### config.mk
export PLATFORM = sky130hd
export DESIGN_NAME = cies_exec
export DESIGN_NICKNAME = d
export VERILOG_FILES = /design/src/inc/cies_pkg.sv /design/src/rtl/cies_zero_det.sv /design/src/rtl/cies_exec.sv
export SDC_FILE = /design/constraint.sdc
export NUM_CORES = 1
export LEC_CHECK = 0
export BUFFER_PORTS_ARGS = -buffer_cell sky130_fd_sc_hd__buf_2
export CAP_MARGIN = 20
export CORE_ASPECT_RATIO = 0.6
export CORE_MARGIN = 2
export CORE_UTILIZATION = 35
export DETAILED_ROUTE_END_ITERATION = 7
export PLACE_DENSITY = 0.61
export SLEW_MARGIN = 20
export SYNTH_ARGS = -nofsm -noshare
export SYNTH_HDL_FRONTEND = slang
export SYNTH_SLANG_ARGS = --single-unit
### constraint.sdc
create_clock -name clk_i -period 2.7 [get_ports clk_i]
set_clock_uncertainty 0.2 [all_clocks]
set_input_delay 0.27 -clock clk_i [delete_from_list [all_inputs] [get_ports clk_i]]
set_output_delay 0.27 -clock clk_i [all_outputs]
set_load 0.01 [all_outputs]
### src/inc/cies_pkg.sv
/*
  Shared constants and types for the instruction execution subset block:
  operation selects, widths, reset values and cycle counts.
  Assumes the core decodes instruction words into one of these selects.
*/
`default_nettype none

package cies_pkg;

  // ----------------------------------------------------------------------
  // Widths
  // ----------------------------------------------------------------------
  localparam int DATA_W = 8;
  localparam int ADDR_W = 7;
  localparam int LIT_W = 11;
  localparam int PC_W = 13;

  // ----------------------------------------------------------------------
  // Field positions
  // ----------------------------------------------------------------------
  localparam int LATCH_PAGE_HI = 4;
  localparam int LATCH_PAGE_LO = 3;

  // ----------------------------------------------------------------------
  // Values and reset values
  // ----------------------------------------------------------------------
  localparam logic [DATA_W-1:0] ZERO_BYTE = 8'h00;
  localparam logic [DATA_W-1:0] ONE_BYTE = 8'h01;
  localparam logic [PC_W-1:0] PC_STEP = 13'h0001;
  localparam logic [PC_W-1:0] PC_RESET = 13'h0000;
  localparam logic [DATA_W-1:0] ACCUM_RESET = 8'h00;
  localparam logic ZERO_FLAG_RESET = 1'b0;
  localparam logic EXPIRY_FLAG_N_RESET = 1'b1;
  localparam logic SLEEP_FLAG_N_RESET = 1'b1;

  // ----------------------------------------------------------------------
  // Cycle counts
  // ----------------------------------------------------------------------
  localparam int CALL_CYCLES = 2;
  localparam int SKIP_CYCLES = 2;
  localparam int PLAIN_CYCLES = 1;

  // ----------------------------------------------------------------------
  // Operation selects and controller states
  // ----------------------------------------------------------------------
  typedef enum logic [2:0] {
    OP_WATCHDOG_CLEAR = 3'h0,
    OP_CALL = 3'h1,
    OP_REGISTER_INVERT = 3'h2,
    OP_REGISTER_ZEROING = 3'h3,
    OP_REGISTER_DECREMENT = 3'h4,
    OP_ACCUMULATOR_ZEROING = 3'h5,
    OP_DECREMENT_SKIP = 3'h6,
    OP_NO_OPERATION = 3'h7
  } cies_op_type;

  typedef enum logic [1:0] {
    ST_READY = 2'b01,
    ST_SECOND = 2'b10
  } cies_state_type;

endpackage

`default_nettype wire

### src/rtl/cies_zero_det.sv
/*
  Zero detector of parameterised width.
  Assumes a purely combinational use inside the execution block.
*/
`default_nettype none

module cies_zero_det #(
  parameter int WIDTH = 8
) (
  input wire logic [WIDTH-1:0] value_i,
  output logic zero_o
);

  // ----------------------------------------------------------------------
  // Detection
  // ----------------------------------------------------------------------
  // High when every bit of the value is clear.
  assign zero_o = ~(|value_i);

endmodule

`default_nettype wire

### src/rtl/cies_exec.sv
/*
  Execution unit for a subset of an 8-bit core's instructions: watchdog
  clear, subroutine call, register invert, register and accumulator
  zeroing, decrement and decrement-with-skip.
  Assumes the core presents a decoded operation with its operands, the
  addressed file register contents, the current program counter and the
  high latch, all synchronous to clk_i, and acts on the registered
  strobes that this unit drives back.
*/
`default_nettype none

// Behaviour
// (RULE1) Watchdog clear zeroes counter and prescaler.
// (RULE2) Watchdog clear sets both active-low flags.
// (RULE3) Call pushes program counter plus one.
// (RULE4) Call loads literal into counter bits 10:0.
// (RULE5) Counter bits 12:11 come from latch 4:3.
// (RULE6) Call takes two cycles, flags unchanged.
// (RULE7) Invert register, route by destination, zero updated.
// (RULE8) Register zeroing writes zero, sets zero flag.
// (RULE9) Accumulator zeroing loads zero, sets zero flag.
// (RULE10) Decrement register, route by destination, zero updated.
// (RULE11) Decrement-skip routes result, keeps all flags.
// (RULE12) Zero result discards next, two cycles.
// (RULE13) Zero flag follows eight-bit result being zero.
// (RULE14) Other operations finish in one cycle.
module cies_exec (
  input wire logic clk_i,
  input wire logic rst_i,
  input wire logic op_valid_i,
  input wire cies_pkg::cies_op_type op_i,
  input wire logic [cies_pkg::ADDR_W-1:0] file_addr_i,
  input wire logic dest_i,
  input wire logic [cies_pkg::LIT_W-1:0] literal_i,
  input wire logic [cies_pkg::DATA_W-1:0] file_rdata_i,
  input wire logic [cies_pkg::PC_W-1:0] program_counter_i,
  input wire logic [cies_pkg::DATA_W-1:0] program_counter_high_latch_i,
  input wire logic watchdog_expiry_event_i,
  input wire logic sleep_entry_event_i,
  output logic busy_o,
  output logic done_o,
  output logic [cies_pkg::DATA_W-1:0] accum_o,
  output logic zero_flag_o,
  output logic watchdog_expiry_flag_n_o,
  output logic sleep_entry_flag_n_o,
  output logic file_we_o,
  output logic [cies_pkg::ADDR_W-1:0] file_waddr_o,
  output logic [cies_pkg::DATA_W-1:0] file_wdata_o,
  output logic stack_push_o,
  output logic [cies_pkg::PC_W-1:0] stack_top_o,
  output logic pc_load_o,
  output logic [cies_pkg::PC_W-1:0] pc_load_value_o,
  output logic watchdog_clear_o,
  output logic prescaler_clear_o,
  output logic discard_next_o
);

  // ----------------------------------------------------------------------
  // State and registers
  // ----------------------------------------------------------------------
  cies_pkg::cies_state_type state_reg;
  cies_pkg::cies_state_type state_next;
  logic busy_reg;
  logic done_reg;
  logic [cies_pkg::DATA_W-1:0] accum_reg;
  logic [cies_pkg::DATA_W-1:0] accum_next;
  logic zero_flag_reg;
  logic zero_flag_next;
  logic expiry_n_reg;
  logic expiry_n_next;
  logic sleep_n_reg;
  logic sleep_n_next;
  logic file_we_reg;
  logic [cies_pkg::ADDR_W-1:0] file_waddr_reg;
  logic [cies_pkg::DATA_W-1:0] file_wdata_reg;
  logic stack_push_reg;
  logic [cies_pkg::PC_W-1:0] stack_top_reg;
  logic pc_load_reg;
  logic [cies_pkg::PC_W-1:0] pc_load_value_reg;
  logic watchdog_clear_reg;
  logic discard_reg;

  // ----------------------------------------------------------------------
  // Operation decode
  // ----------------------------------------------------------------------
  // An operation is taken only while no two-cycle operation is running.
  wire take = op_valid_i & (state_reg == cies_pkg::ST_READY);
  wire is_wdt = take & (op_i == cies_pkg::OP_WATCHDOG_CLEAR);
  wire is_call = take & (op_i == cies_pkg::OP_CALL);
  wire is_inv = take & (op_i == cies_pkg::OP_REGISTER_INVERT);
  wire is_rzero = take & (op_i == cies_pkg::OP_REGISTER_ZEROING);
  wire is_dec = take & (op_i == cies_pkg::OP_REGISTER_DECREMENT);
  wire is_azero = take & (op_i == cies_pkg::OP_ACCUMULATOR_ZEROING);
  wire is_dskip = take & (op_i == cies_pkg::OP_DECREMENT_SKIP);
  wire is_arith = is_inv | is_dec | is_dskip;

  // ----------------------------------------------------------------------
  // Result datapath
  // ----------------------------------------------------------------------
  // Invert or decrement the addressed register; the zeroing forms give zero.
  wire [cies_pkg::DATA_W-1:0] inv_res = ~file_rdata_i; // RULE7
  wire [cies_pkg::DATA_W-1:0] dec_res = file_rdata_i - cies_pkg::ONE_BYTE; // RULE10 RULE11
  wire [cies_pkg::DATA_W-1:0] arith_res = is_inv ? inv_res : dec_res;
  wire [cies_pkg::DATA_W-1:0] result = is_arith ? arith_res : cies_pkg::ZERO_BYTE; // RULE8 RULE9
  wire res_zero;

  cies_zero_det #(
    .WIDTH(cies_pkg::DATA_W)
  ) cies_zero_det_i (
    .value_i(result),
    .zero_o(res_zero)
  );

  // The destination bit steers arithmetic results; zeroing forms are fixed.
  wire to_file = (is_arith & dest_i) | is_rzero; // RULE7 RULE10 RULE11 RULE8
  wire to_acc = (is_arith & ~dest_i) | is_azero; // RULE9
  // Only invert and plain decrement follow the result; decrement-skip does not.
  wire zero_upd = is_inv | is_dec; // RULE13 RULE11
  wire zero_set = is_rzero | is_azero; // RULE8 RULE9
  wire skip_taken = is_dskip & res_zero; // RULE12
  wire two_cycle = is_call | skip_taken; // RULE6 RULE12

  // Return address and paged target for a subroutine call.
  wire [cies_pkg::PC_W-1:0] return_addr = program_counter_i + cies_pkg::PC_STEP; // RULE3
  wire [1:0] page_bits = program_counter_high_latch_i[cies_pkg::LATCH_PAGE_HI:cies_pkg::LATCH_PAGE_LO];
  wire [cies_pkg::PC_W-1:0] call_target = {page_bits, literal_i}; // RULE4 RULE5

  // ----------------------------------------------------------------------
  // Next-state logic
  // ----------------------------------------------------------------------
  // Two-cycle forms spend one extra cycle, the discarded or flushed slot.
  assign state_next = two_cycle ? cies_pkg::ST_SECOND : cies_pkg::ST_READY; // RULE6 RULE12 RULE14
  assign accum_next = to_acc ? result : accum_reg;
  assign zero_flag_next = zero_set ? 1'b1 : (zero_upd ? res_zero : zero_flag_reg); // RULE13 RULE6
  // A watchdog expiry or sleep entry in the same cycle wins over the set.
  assign expiry_n_next = watchdog_expiry_event_i ? 1'b0 : (is_wdt ? 1'b1 : expiry_n_reg); // RULE2
  assign sleep_n_next = sleep_entry_event_i ? 1'b0 : (is_wdt ? 1'b1 : sleep_n_reg); // RULE2

  // ----------------------------------------------------------------------
  // Controller state
  // ----------------------------------------------------------------------
  // The state register tracks the second cycle of two-cycle forms.
  always_ff @(posedge clk_i) begin
    if (rst_i) begin
      state_reg <= cies_pkg::ST_READY;
      busy_reg <= 1'b0;
      done_reg <= 1'b0;
    end else begin
      case (state_reg)
        cies_pkg::ST_READY: begin
          state_reg <= state_next;
          busy_reg <= two_cycle;
          done_reg <= take & ~two_cycle; // RULE14
        end
        cies_pkg::ST_SECOND: begin
          state_reg <= cies_pkg::ST_READY;
          busy_reg <= 1'b0;
          done_reg <= 1'b1; // RULE6 RULE12
        end
        default: begin
          state_reg <= cies_pkg::ST_READY;
          busy_reg <= 1'b0;
          done_reg <= 1'b0;
        end
      endcase
    end
  end

  // ----------------------------------------------------------------------
  // Architectural state
  // ----------------------------------------------------------------------
  // Accumulator and status flags owned by this unit.
  always_ff @(posedge clk_i) begin
    if (rst_i) begin
      accum_reg <= cies_pkg::ACCUM_RESET;
      zero_flag_reg <= cies_pkg::ZERO_FLAG_RESET;
      expiry_n_reg <= cies_pkg::EXPIRY_FLAG_N_RESET;
      sleep_n_reg <= cies_pkg::SLEEP_FLAG_N_RESET;
    end else begin
      accum_reg <= accum_next;
      zero_flag_reg <= zero_flag_next;
      expiry_n_reg <= expiry_n_next;
      sleep_n_reg <= sleep_n_next;
    end
  end

  // ----------------------------------------------------------------------
  // Strobes to the core
  // ----------------------------------------------------------------------
  // One-cycle strobes; their data hold until the next operation that raises the same strobe.
  always_ff @(posedge clk_i) begin
    if (rst_i) begin
      file_we_reg <= 1'b0;
      file_waddr_reg <= '0;
      file_wdata_reg <= cies_pkg::ZERO_BYTE;
      stack_push_reg <= 1'b0;
      stack_top_reg <= cies_pkg::PC_RESET;
      pc_load_reg <= 1'b0;
      pc_load_value_reg <= cies_pkg::PC_RESET;
      watchdog_clear_reg <= 1'b0;
      discard_reg <= 1'b0;
    end else begin
      file_we_reg <= to_file;
      stack_push_reg <= is_call; // RULE3
      pc_load_reg <= is_call; // RULE4
      watchdog_clear_reg <= is_wdt; // RULE1
      discard_reg <= skip_taken; // RULE12
      if (to_file) begin
        file_waddr_reg <= file_addr_i;
        file_wdata_reg <= result;
      end
      if (is_call) begin
        stack_top_reg <= return_addr; // RULE3
        pc_load_value_reg <= call_target; // RULE4 RULE5
      end
    end
  end

  // ----------------------------------------------------------------------
  // Outputs
  // ----------------------------------------------------------------------
  // Every output is a flip-flop.
  assign busy_o = busy_reg;
  assign done_o = done_reg;
  assign accum_o = accum_reg;
  assign zero_flag_o = zero_flag_reg;
  assign watchdog_expiry_flag_n_o = expiry_n_reg;
  assign sleep_entry_flag_n_o = sleep_n_reg;
  assign file_we_o = file_we_reg;
  assign file_waddr_o = file_waddr_reg;
  assign file_wdata_o = file_wdata_reg;
  assign stack_push_o = stack_push_reg;
  assign stack_top_o = stack_top_reg;
  assign pc_load_o = pc_load_reg;
  assign pc_load_value_o = pc_load_value_reg;
  // Counter and prescaler are cleared by the same strobe.
  assign watchdog_clear_o = watchdog_clear_reg; // RULE1
  assign prescaler_clear_o = watchdog_clear_reg; // RULE1
  assign discard_next_o = discard_reg;

  // ----------------------------------------------------------------------
  // Checks
  // ----------------------------------------------------------------------
  a_wdt_clear_strobes: assert property (@(posedge clk_i) disable iff (rst_i) // RULE1
    is_wdt |=> watchdog_clear_o && prescaler_clear_o ##1 watchdog_clear_o == $past(is_wdt))
    else $error("watchdog clear strobes wrong");

  a_wdt_flag_set: assert property (@(posedge clk_i) disable iff (rst_i) // RULE2
    is_wdt && !watchdog_expiry_event_i && !sleep_entry_event_i
    |=> watchdog_expiry_flag_n_o && sleep_entry_flag_n_o && $stable(zero_flag_o))
    else $error("watchdog clear flags wrong");

  a_call_push_addr: assert property (@(posedge clk_i) disable iff (rst_i) // RULE3
    is_call |=> stack_push_o && stack_top_o == $past(program_counter_i) + 13'h0001)
    else $error("call return address wrong");

  a_call_target: assert property (@(posedge clk_i) disable iff (rst_i) // RULE4
    is_call |=> pc_load_o && pc_load_value_o[10:0] == $past(literal_i))
    else $error("call low target wrong");

  a_call_page: assert property (@(posedge clk_i) disable iff (rst_i) // RULE5
    is_call |=> pc_load_value_o[12:11] == $past(program_counter_high_latch_i[4:3]))
    else $error("call page bits wrong");

  a_call_two_cycles: assert property (@(posedge clk_i) disable iff (rst_i) // RULE6
    is_call |=> busy_o && !done_o && $stable(zero_flag_o) ##1 done_o && !busy_o)
    else $error("call timing wrong");

  a_invert_file: assert property (@(posedge clk_i) disable iff (rst_i) // RULE7
    is_inv && dest_i |=> file_we_o && file_wdata_o == ~$past(file_rdata_i)
      && file_waddr_o == $past(file_addr_i))
    else $error("invert to file wrong");

  a_reg_zeroing: assert property (@(posedge clk_i) disable iff (rst_i) // RULE8
    is_rzero |=> file_we_o && file_wdata_o == 8'h00 && zero_flag_o)
    else $error("register zeroing wrong");

  a_acc_zeroing: assert property (@(posedge clk_i) disable iff (rst_i) // RULE9
    is_azero |=> accum_o == 8'h00 && zero_flag_o && !file_we_o)
    else $error("accumulator zeroing wrong");

  a_decrement_acc: assert property (@(posedge clk_i) disable iff (rst_i) // RULE10
    is_dec && !dest_i |=> accum_o == $past(file_rdata_i) - 8'h01 && !file_we_o)
    else $error("decrement to accumulator wrong");

  a_dskip_flags: assert property (@(posedge clk_i) disable iff (rst_i) // RULE11
    is_dskip |=> $stable(zero_flag_o) && file_we_o == $past(dest_i))
    else $error("decrement skip flags or routing wrong");

  a_dskip_taken: assert property (@(posedge clk_i) disable iff (rst_i) // RULE12
    is_dskip && file_rdata_i == 8'h01 |=> discard_next_o && busy_o ##1 done_o && !discard_next_o)
    else $error("taken skip wrong");

  a_zero_follows: assert property (@(posedge clk_i) disable iff (rst_i) // RULE13
    is_inv || is_dec |=> zero_flag_o == ($past(is_inv) ? $past(file_rdata_i) == 8'hFF
      : $past(file_rdata_i) == 8'h01))
    else $error("zero flag does not follow result");

  a_single_cycle: assert property (@(posedge clk_i) disable iff (rst_i) // RULE14
    take && !is_call && !(is_dskip && file_rdata_i == 8'h01) |=> done_o && !busy_o)
    else $error("single cycle operation wrong");

endmodule

`default_nettype wire

## After elaboration in Yosys (flattened, before gate mapping)

Cells that the tools add are included.
W data, S select, Z words.

| storage, ports and cells | value |
|---|---|
| output and inout port bits | 60 |
| register bits | 60 |
| word-level logic and storage cells | 63 |
| input bits | 56 |

| cells by class | value |
|---|---|
| $add $sub $neg | 2 |
| equal/unequal tests | 8 |
| mux-type cells | 9 |
| reductions and logical operators | 6 |
| bitwise operators | 23 |

Operators with widths:

| kind | count |
|---|---|
| $mux W8 | 2 |
| $add A13 B1 Y13 const B | 1 |
| $and A1 B1 Y1 | 12 |
| $eq A3 B3 Y1 const B | 3 |
| $not A8 Y8 | 1 |
| $reduce_or A8 Y1 | 1 |
| $sub A8 B1 Y8 const B | 1 |
| $eq A3 B2 Y1 const B | 2 |
| $or A1 B1 Y1 | 6 |
| $reduce_bool A2 Y1 | 3 |
| $mux W1 | 5 |
| $not A1 Y1 | 4 |
| $eq A3 B1 Y1 const B | 1 |
| $logic_not A3 Y1 | 1 |
| $eq A2 B1 Y1 const B | 1 |
| $eq A2 B2 Y1 const B | 1 |
| $mux W2 | 1 |
| $pmux W1 S2 | 1 |
| $reduce_or A2 Y1 | 1 |

## Depth between registers and ports, before layout

Gate-level depths: netlist of the first run.

| depth | value |
|---|---|
| depth in word-level cells | 13 |
| gate-level depth with buffers | 9 |
| depth with buffers taken out | 8 |

## By module

Synthesis of the first run repeated with hierarchy kept, for this count alone.

| second synthesis, totals | value |
|---|---|
| cell total of the unflattened synthesis | 322 |
| area, all modules | 2695.1 µm² |

By module, submodules not included:

| module | sequential area each (µm²) | instances | area an instance (µm²) | cells each |
|---|---|---|---|---|
| cies_exec | 1181.1 | 1 | 2676.3 | 319 |
| cies_zero_det | 0.0 | 1 | 18.8 | 3 |

## Least setup slack after synthesis of the first run

No wires, ideal clock.

| timing | value |
|---|---|
| path kind | flip-flop to flip-flop |
| start | reg state_reg[1] |
| end | reg zero_flag_reg (netlist: zero_flag_o) |
| required time | 2368 ps |
| data arrival time | 1826 ps |
| clock period less this slack | 2158 ps |
| path buffers | 0 |
| setup time | 132 ps |
| setup slack | 542 ps |
| cell stages (with the launch flop) | 9 |
| path through | dfxtp_1 inv_1 ha_1 and3b_1 a32oi_2 mux2i_1 and4bb_1 a21oi_1 a211oi_2 |

| between the ends | value |
|---|---|
| longest elaborated chain between the ends | 10 |
| elaborated cells between the ends (all ways) | 17 |
| classes of those cells | eq/ne (1); mux (4); bitwise (10); reduce/logical (2) |

RTL lines:

| item | RTL line | RTL |
|---|---|---|
| start, declared | cies_exec.sv:61 | `cies_pkg::cies_state_type state_reg;` |
| start signal, assigned | cies_exec.sv:145 | `state_reg <= cies_pkg::ST_READY;` |
| start signal, assigned | cies_exec.sv:151 | `state_reg <= state_next;` |
| start signal, assigned | cies_exec.sv:156 | `state_reg <= cies_pkg::ST_READY;` |
| $eq A2 B1 Y1 (*) | cies_exec.sv:87 | `wire take = op_valid_i & (state_reg == cies_pkg::ST_READY);` |
| $and A1 B1 Y1 (*) | cies_exec.sv:87 |  |
| $and A1 B1 Y1, on equally long branches | cies_exec.sv:90, cies_exec.sv:92 |  |
| $or A1 B1 Y1 | cies_exec.sv:95, cies_exec.sv:118 |  |
| $or A1 B1 Y1 | cies_exec.sv:95 | `wire is_arith = is_inv \| is_dec \| is_dskip;` |
| $mux W8 | cies_exec.sv:104 | `wire [cies_pkg::DATA_W-1:0] result = is_arith ? arith_res : cies_pkg::ZERO_BYTE;` |
| $reduce_or A8 Y1 | cies_zero_det.sv:18 | `assign zero_o = ~(\|value_i);` |
| $not A1 Y1 | cies_zero_det.sv:18 |  |
| $mux W1 (2 in series) | cies_exec.sv:134 | `assign zero_flag_next = zero_set ? 1'b1 : (zero_upd ? res_zero : zero_flag_reg);` |
| end signal, assigned | cies_exec.sv:176 | `zero_flag_reg <= cies_pkg::ZERO_FLAG_RESET;` |
| end signal, assigned | cies_exec.sv:181 | `zero_flag_reg <= zero_flag_next;` |
| end, declared | cies_exec.sv:67 | `logic zero_flag_reg;` |

Every way passes the cells marked *; elsewhere a longest branch is shown, timed or not. The select of a mux whose other input is x is not followed.
A chain may end at the register's enable or synchronous reset.

## Final worst setup path of the first run

Ends and elaborated chain as after synthesis.

==> results.sh, run 1 <==
export IMPL_worst_path_max_fanout=8
export IMPL_timing_final_crit_share=0.923
export IMPL_critPathMaxStageDelay_ps=380
export IMPL_finalHoldViolCount=0
export IMPL_drc=0
export IMPL_finalSetupViolCount=0
export IMPL_grt_overflow=0
export IMPL_place_hpwl_mm=5.60
export IMPL_track_usage=0.182
export IMPL_outcome="complete, no violations"
export IMPL_nets=522
export IMPL_ios=116
export IMPL_ys_seq_area_frac=0.426
export IMPL_cp_start_kind="register"
export IMPL_worstPathArrival_ps=2470
export IMPL_h_tree_depth=3
export IMPL_fill_cells=783
export IMPL_cts_tree="yes"
export IMPL_grt_max_degree=39
export IMPL_dp_slack_ps=256
export IMPL_register_area_um2=1180
export IMPL_path_clk_slew_ps=50
export IMPL_multi_input_area_um2=1430
export IMPL_fin_ws_ps=207
export IMPL_async_flop_share=0
export IMPL_grt_pass1_vias=2486
export IMPL_worst_slew_pin_slew_ps=605
export IMPL_drive_gt1_frac=0.310
export IMPL_required_ps=2680
export IMPL_ant_nets=0
export IMPL_peakVddDrop_v=0.000359
export IMPL_endpoint_kind="register"
export IMPL_timing_setup_tns_ps=0
export IMPL_path_cells="inv_1 -> ha_1 -> and3b_1 -> a32oi_2 -> mux2i_1 -> and4bb_1 -> a21oi_1 -> a211oi_2"
export IMPL_path_class="register to register"
export IMPL_start_util=0.356
export IMPL_syn_inst=333
export IMPL_routed_wl_mm=7.67
export IMPL_vias=2699
export IMPL_synth_edf_count=0
export IMPL_antenna_found_initial=0
export IMPL_ctsLongestPathBuffers=2
export IMPL_rows=25
export IMPL_antenna_cells=0
export IMPL_ys_flop_type="dfxtp_1"
export IMPL_syn_nets=393
export IMPL_p_leak_nw=1.73
export IMPL_grt_first_pass_wirelength_mm=12.4
export IMPL_place_congestion=0.822
export IMPL_dr_pass1_iters=4
export IMPL_core_area_um2=7790
export IMPL_drt_vias_per_instance=4.69
export IMPL_max_slew_margin=0.597
export IMPL_grt_setup_unrepaired="no"
export IMPL_cts_sinks=59
export IMPL_cts_made_buffers=9
export IMPL_port_buffer_count=109
export IMPL_synth_area_per_cell_um2=8.33
export IMPL_drv_slew=0
export IMPL_synth_cell_type_count=47
export IMPL_dieArea_um2=8670
export IMPL_cts_resized=0
export IMPL_dieHeight_um=72.9
export IMPL_syn_area_um2=2770
export IMPL_max_freq_ghz=0.401
export IMPL_yosysWarnings=0
export IMPL_die_w_um=119
export IMPL_clock_latency_ps=320
export IMPL_cts_root_buf="clkbuf_16"
export IMPL_maxCapViolCount=0
export IMPL_avgRoutedWirePerCell_um=13.3
export IMPL_ys_ff_latch=59
export IMPL_drtIter0Drc=183
export IMPL_syn_to_final_growth_pct=40.6
export IMPL_fin_crit_ps=2490
export IMPL_hold_path_class="input port to register"
export IMPL_powerDensity_nw_per_um2=576
export IMPL_cp_slowest_cell="mux2i_1"
report_power, final:
group	switching (mW)	internal [mW]
combinational	0.163	0.130
clock	0.374	0.666
sequential	0.0130	0.898
total	0.550	1.69
critical path: cells and delay by family, from the launching register on:
| kind | cells | cell delay [ps] |
|---|---|---|
| flip-flops | 1 | 360 |
| multiplexers | 1 | 380 |
| buffers and inverters | 1 | 60 |
| AO/OA/AOI/OAI | 3 | 510 |
| AND/OR/NAND/NOR | 2 | 570 |
| adder cells (fa/ha/maj) | 1 | 280 |
logic make-up (layout without fill, tap and decap cells):
group | Yosys count | after routing | share of synthesized area
buffers and inverters | 31 | 165 | 0.0587
DFF | 59 | 59 | 0.426
AOI/OAI and AO/OA | 69 | 69 | 0.176
muxes | 8 | 8 | 0.0289
and+or+nand+nor | 146 | 146 | 0.241
adders and majority gates | 4 | 4 | 0.0181
xor gates and xnor gates | 16 | 16 | 0.0505
through the flow:
| step | power [mW] | util | cells | hold WS [ps] | cell area [um^2] |
|---|---|---|---|---|---|
| global route | 2.36 | 0.501 | 575 | 68.4 | 3900 |
| finish | 2.24 | 0.501 | 575 | 53.6 | 3900 |
| global placement | 1.19 | 0.435 | 536 | 239 | 3390 |
| floorplan | 1.09 | - | 333 | 166 | 2770 |
| CTS | 2.28 | 0.501 | 575 | 34.8 | 3900 |
| detailed placement | 1.19 | 0.435 | 536 | 244 | 3390 |
final cells by class:
type,count,area share
multi-input cells,243,0.367
flip-flops and latches,59,0.303
repair buffers,140,0.214
clock buffers,12,0.0658
well taps,108,0.0347
inverters,9,0.00866
clock inverters,4,0.00642
routing by layer:
metal / track usage / up-vias / share of wire
met2: 0.243 / 94 / 0.39
met1: 0.272 / 1207 / 0.53
li1: - / 1396 / -
met4: 0.0476 / 0 / 0.0023
met5: 0 / - / 0
met3: 0.0633 / 2 / 0.072
repair_timing:
action	in CTS	in global routing
endpoints found under the hold margin	23	0
buffers inserted	0	0
hold buffers	23	0
synthesized netlist by cell type, drive strengths merged, types with 6 or more instances:
library cell / number / area share
nand2: 67 / 0.092
dfxtp: 59 / 0.43
nor2: 44 / 0.062
a21oi: 36 / 0.065
a211oi: 14 / 0.040
buf: 12 / 0.033
clkbuf: 10 / 0.014
nand3: 10 / 0.020
xnor2: 10 / 0.032
inv: 9 / 0.012
mux2i: 8 / 0.029
nor3: 8 / 0.020
xor2: 6 / 0.019
path summary, 6_finish.rpt:
kind	to	slack [ps]	depth (start not counted)	start
min	stack_top_o[12]	50	3	program_counter_i[12]
max reg2reg	zero_flag_o	210	8	state_reg[1]
min reg2reg	file_waddr_o[2]	250	2	file_waddr_o[2]
max	zero_flag_o	210	8	state_reg[1]
layout by cell type (no fill, tap or decap), types with 3 or more instances in the layout:
cell,netlist,routed
a21oi_1,36,36
dlygate4sd3_1,0,23
nor3_1,6,6
mux2i_1,8,8
xor2_1,6,6
and3_1,5,5
nand4_1,3,3
nor2_1,43,42
buf_4,3,8
nand3_1,9,9
xnor2_1,10,10
a211oi_1,13,13
clkbuf_16,0,9
nand2_1,66,66
inv_1,9,9
buf_2,4,109
dfxtp_1,59,59
ha_1,4,4
Power figures use the tool's default switching activity.
==> inputs of run 2 (changes only) <==
--- a/config.mk
+++ b/config.mk
@@ -9,9 +9,10 @@
 export CAP_MARGIN = 20
 export CORE_ASPECT_RATIO = 0.6
 export CORE_MARGIN = 2
-export CORE_UTILIZATION = 35
+export CORE_UTILIZATION = 49
+export CTS_BUF_LIST = sky130_fd_sc_hd__clkbuf_8
 export DETAILED_ROUTE_END_ITERATION = 7
-export PLACE_DENSITY = 0.61
+export PLACE_DENSITY = 0.81
 export SLEW_MARGIN = 20
 export SYNTH_ARGS = -nofsm -noshare
 export SYNTH_HDL_FRONTEND = slang
==> results.sh, run 2 (same netlist as run 1, synthesis figures left out) <==
export IMPL_drc=0
export IMPL_core_area_um2=5520
export IMPL_nets=520
export IMPL_grt_setup_unrepaired="no"
export IMPL_grt_max_degree=39
export IMPL_drv_slew=0
export IMPL_powerDensity_nw_per_um2=518
export IMPL_h_tree_depth=3
export IMPL_place_hpwl_mm=5.22
export IMPL_dpl_cell_count=495
export IMPL_ios=116
export IMPL_grt_overflow=0
export IMPL_reg2regPathDepth=8
export IMPL_timing_final_crit_share=0.942
export IMPL_max_slew_margin=0.603
export IMPL_place_congestion=0.895
export IMPL_peakVddDrop_v=0.000318
export IMPL_hold_path_class="input port to register"
export IMPL_start_util=0.502
export IMPL_drtIter0Drc=145
export IMPL_avgRoutedWirePerCell_um=14.1
export IMPL_outcome="complete, no violations"
export IMPL_dieArea_um2=6300
export IMPL_port_buffer_count=109
export IMPL_cts_tree="yes"
export IMPL_path_clk_slew_ps=70
export IMPL_antenna_found_initial=0
export IMPL_cts_made_buffers=9
export IMPL_endpoint_kind="register"
export IMPL_track_usage=0.247
export IMPL_layout_commonest_cell="buf_2"
export IMPL_required_ps=2720
export IMPL_max_freq_ghz=0.393
export IMPL_vias=2803
export IMPL_final_cell_mix="109 x buf_2, 66 x nand2_1, 59 x dfxtp_1, 42 x nor2_1, 36 x a21oi_1"
export IMPL_ant_nets=0
export IMPL_clock_latency_ps=330
export IMPL_syn_to_final_growth_pct=35.0
export IMPL_antenna_cells=0
export IMPL_timing_setup_tns_ps=0
export IMPL_dieHeight_um=62.3
export IMPL_ctsLongestPathBuffers=2
export IMPL_cp_start_kind="register"
export IMPL_p_leak_nw=1.67
export IMPL_worst_path_max_fanout=12
export IMPL_dr_pass1_iters=6
export IMPL_finalSetupViolCount=0
export IMPL_path_class="register to register"
export IMPL_reg2reg_from="state_reg[1]"
export IMPL_fill_cells=461
export IMPL_hold_start="rst_i"
export IMPL_cts_resized=0
export IMPL_finalHoldViolCount=0
export IMPL_cts_root_buf="clkbuf_8"
export IMPL_ff2ff_setup_slack_ps=160
export IMPL_finalNonFillerCells=534
export IMPL_register_area_um2=1180
export IMPL_reg2reg_to="zero_flag_o"
export IMPL_worst_slew_pin_slew_ps=595
export IMPL_multi_input_area_um2=1430
export IMPL_holdBufCountCts=23
export IMPL_maxCapViolCount=0
export IMPL_cts_sinks=59
export IMPL_worst_hold_path_endpoint="file_waddr_o[1]"
export IMPL_grt_first_pass_wirelength_mm=12.3
export IMPL_rows=21
export IMPL_routed_wl_mm=7.52
export IMPL_drive_gt1_frac=0.310
export IMPL_die_w_um=101
export IMPL_drt_vias_per_instance=5.25
export IMPL_grt_pass1_vias=2605
export IMPL_whs_path_depth=2
export IMPL_post_cts_setup_buffers=0
export IMPL_fin_crit_ps=2540
export IMPL_worstPathArrival_ps=2560
## run 2: how the worst max path moves through the flow
stage | start | to | slack [ps] | depth (start not counted)
3_3_place_gp | state_reg[1] | zero_flag_o | 320 | 8
3_5_place_dp | state_reg[1] | zero_flag_o | 220 | 8
2_1_floorplan | state_reg[1] | zero_flag_o | 540 | 8
6_report | state_reg[1] | zero_flag_o | 160 | 8
4_1_cts | state_reg[1] | zero_flag_o | 190 | 8
5_1_grt | state_reg[1] | zero_flag_o | 4 | 8
## run 2: metal layers
metal,track usage,part of all wire
met2,0.397,0.45
met5,0,0
met3,0.0845,0.072
met1,0.317,0.46
met4,0.0642,0.014
## run 2: area by class of cell
cell class | count | share of cell area
timing repair buffer | 138 | 0.219
clock inverter | 5 | 0.0100
multi-input combinational | 243 | 0.382
tap | 69 | 0.0231
inverter | 9 | 0.00903
sequential | 59 | 0.316
clock buffer | 11 | 0.0405
## run 2: stage by stage
| step | cell area, um^2 | utilization | hold WS, ps | setup WS (ps) | total power, mW |
|---|---|---|---|---|---|
| after floorplan | 2770 | - | 166 | 542 | 1.09 |
| after global placement | 3320 | 0.602 | 238 | 319 | 1.18 |
| after detailed placement | 3320 | 0.602 | 246 | 215 | 1.19 |
| after CTS | 3740 | 0.678 | 21.9 | 193 | 1.95 |
| after global routing | 3740 | 0.678 | 36.5 | 3.69 | 2.03 |
| final | 3740 | 0.678 | 36.6 | 157 | 1.94 |
## run 2: power by group
| group | leakage [nW] | switching (mW) | internal [mW] |
|---|---|---|---|
| Sequential | 0.479 | 0.0132 | 0.896 |
| Clock | 0.0798 | 0.358 | 0.382 |
| Combinational | 1.11 | 0.162 | 0.128 |
| Total | 1.67 | 0.533 | 1.41 |
## run 2: worst max-delay path, cell delays in order (launching register included)
cell and delay (ps):
dfxtp_1 360, inv_1 60, ha_1 270, and3b_1 360, a32oi_2 240, mux2i_1 370, and4bb_1 250, a21oi_1 210
a211oi_2 100
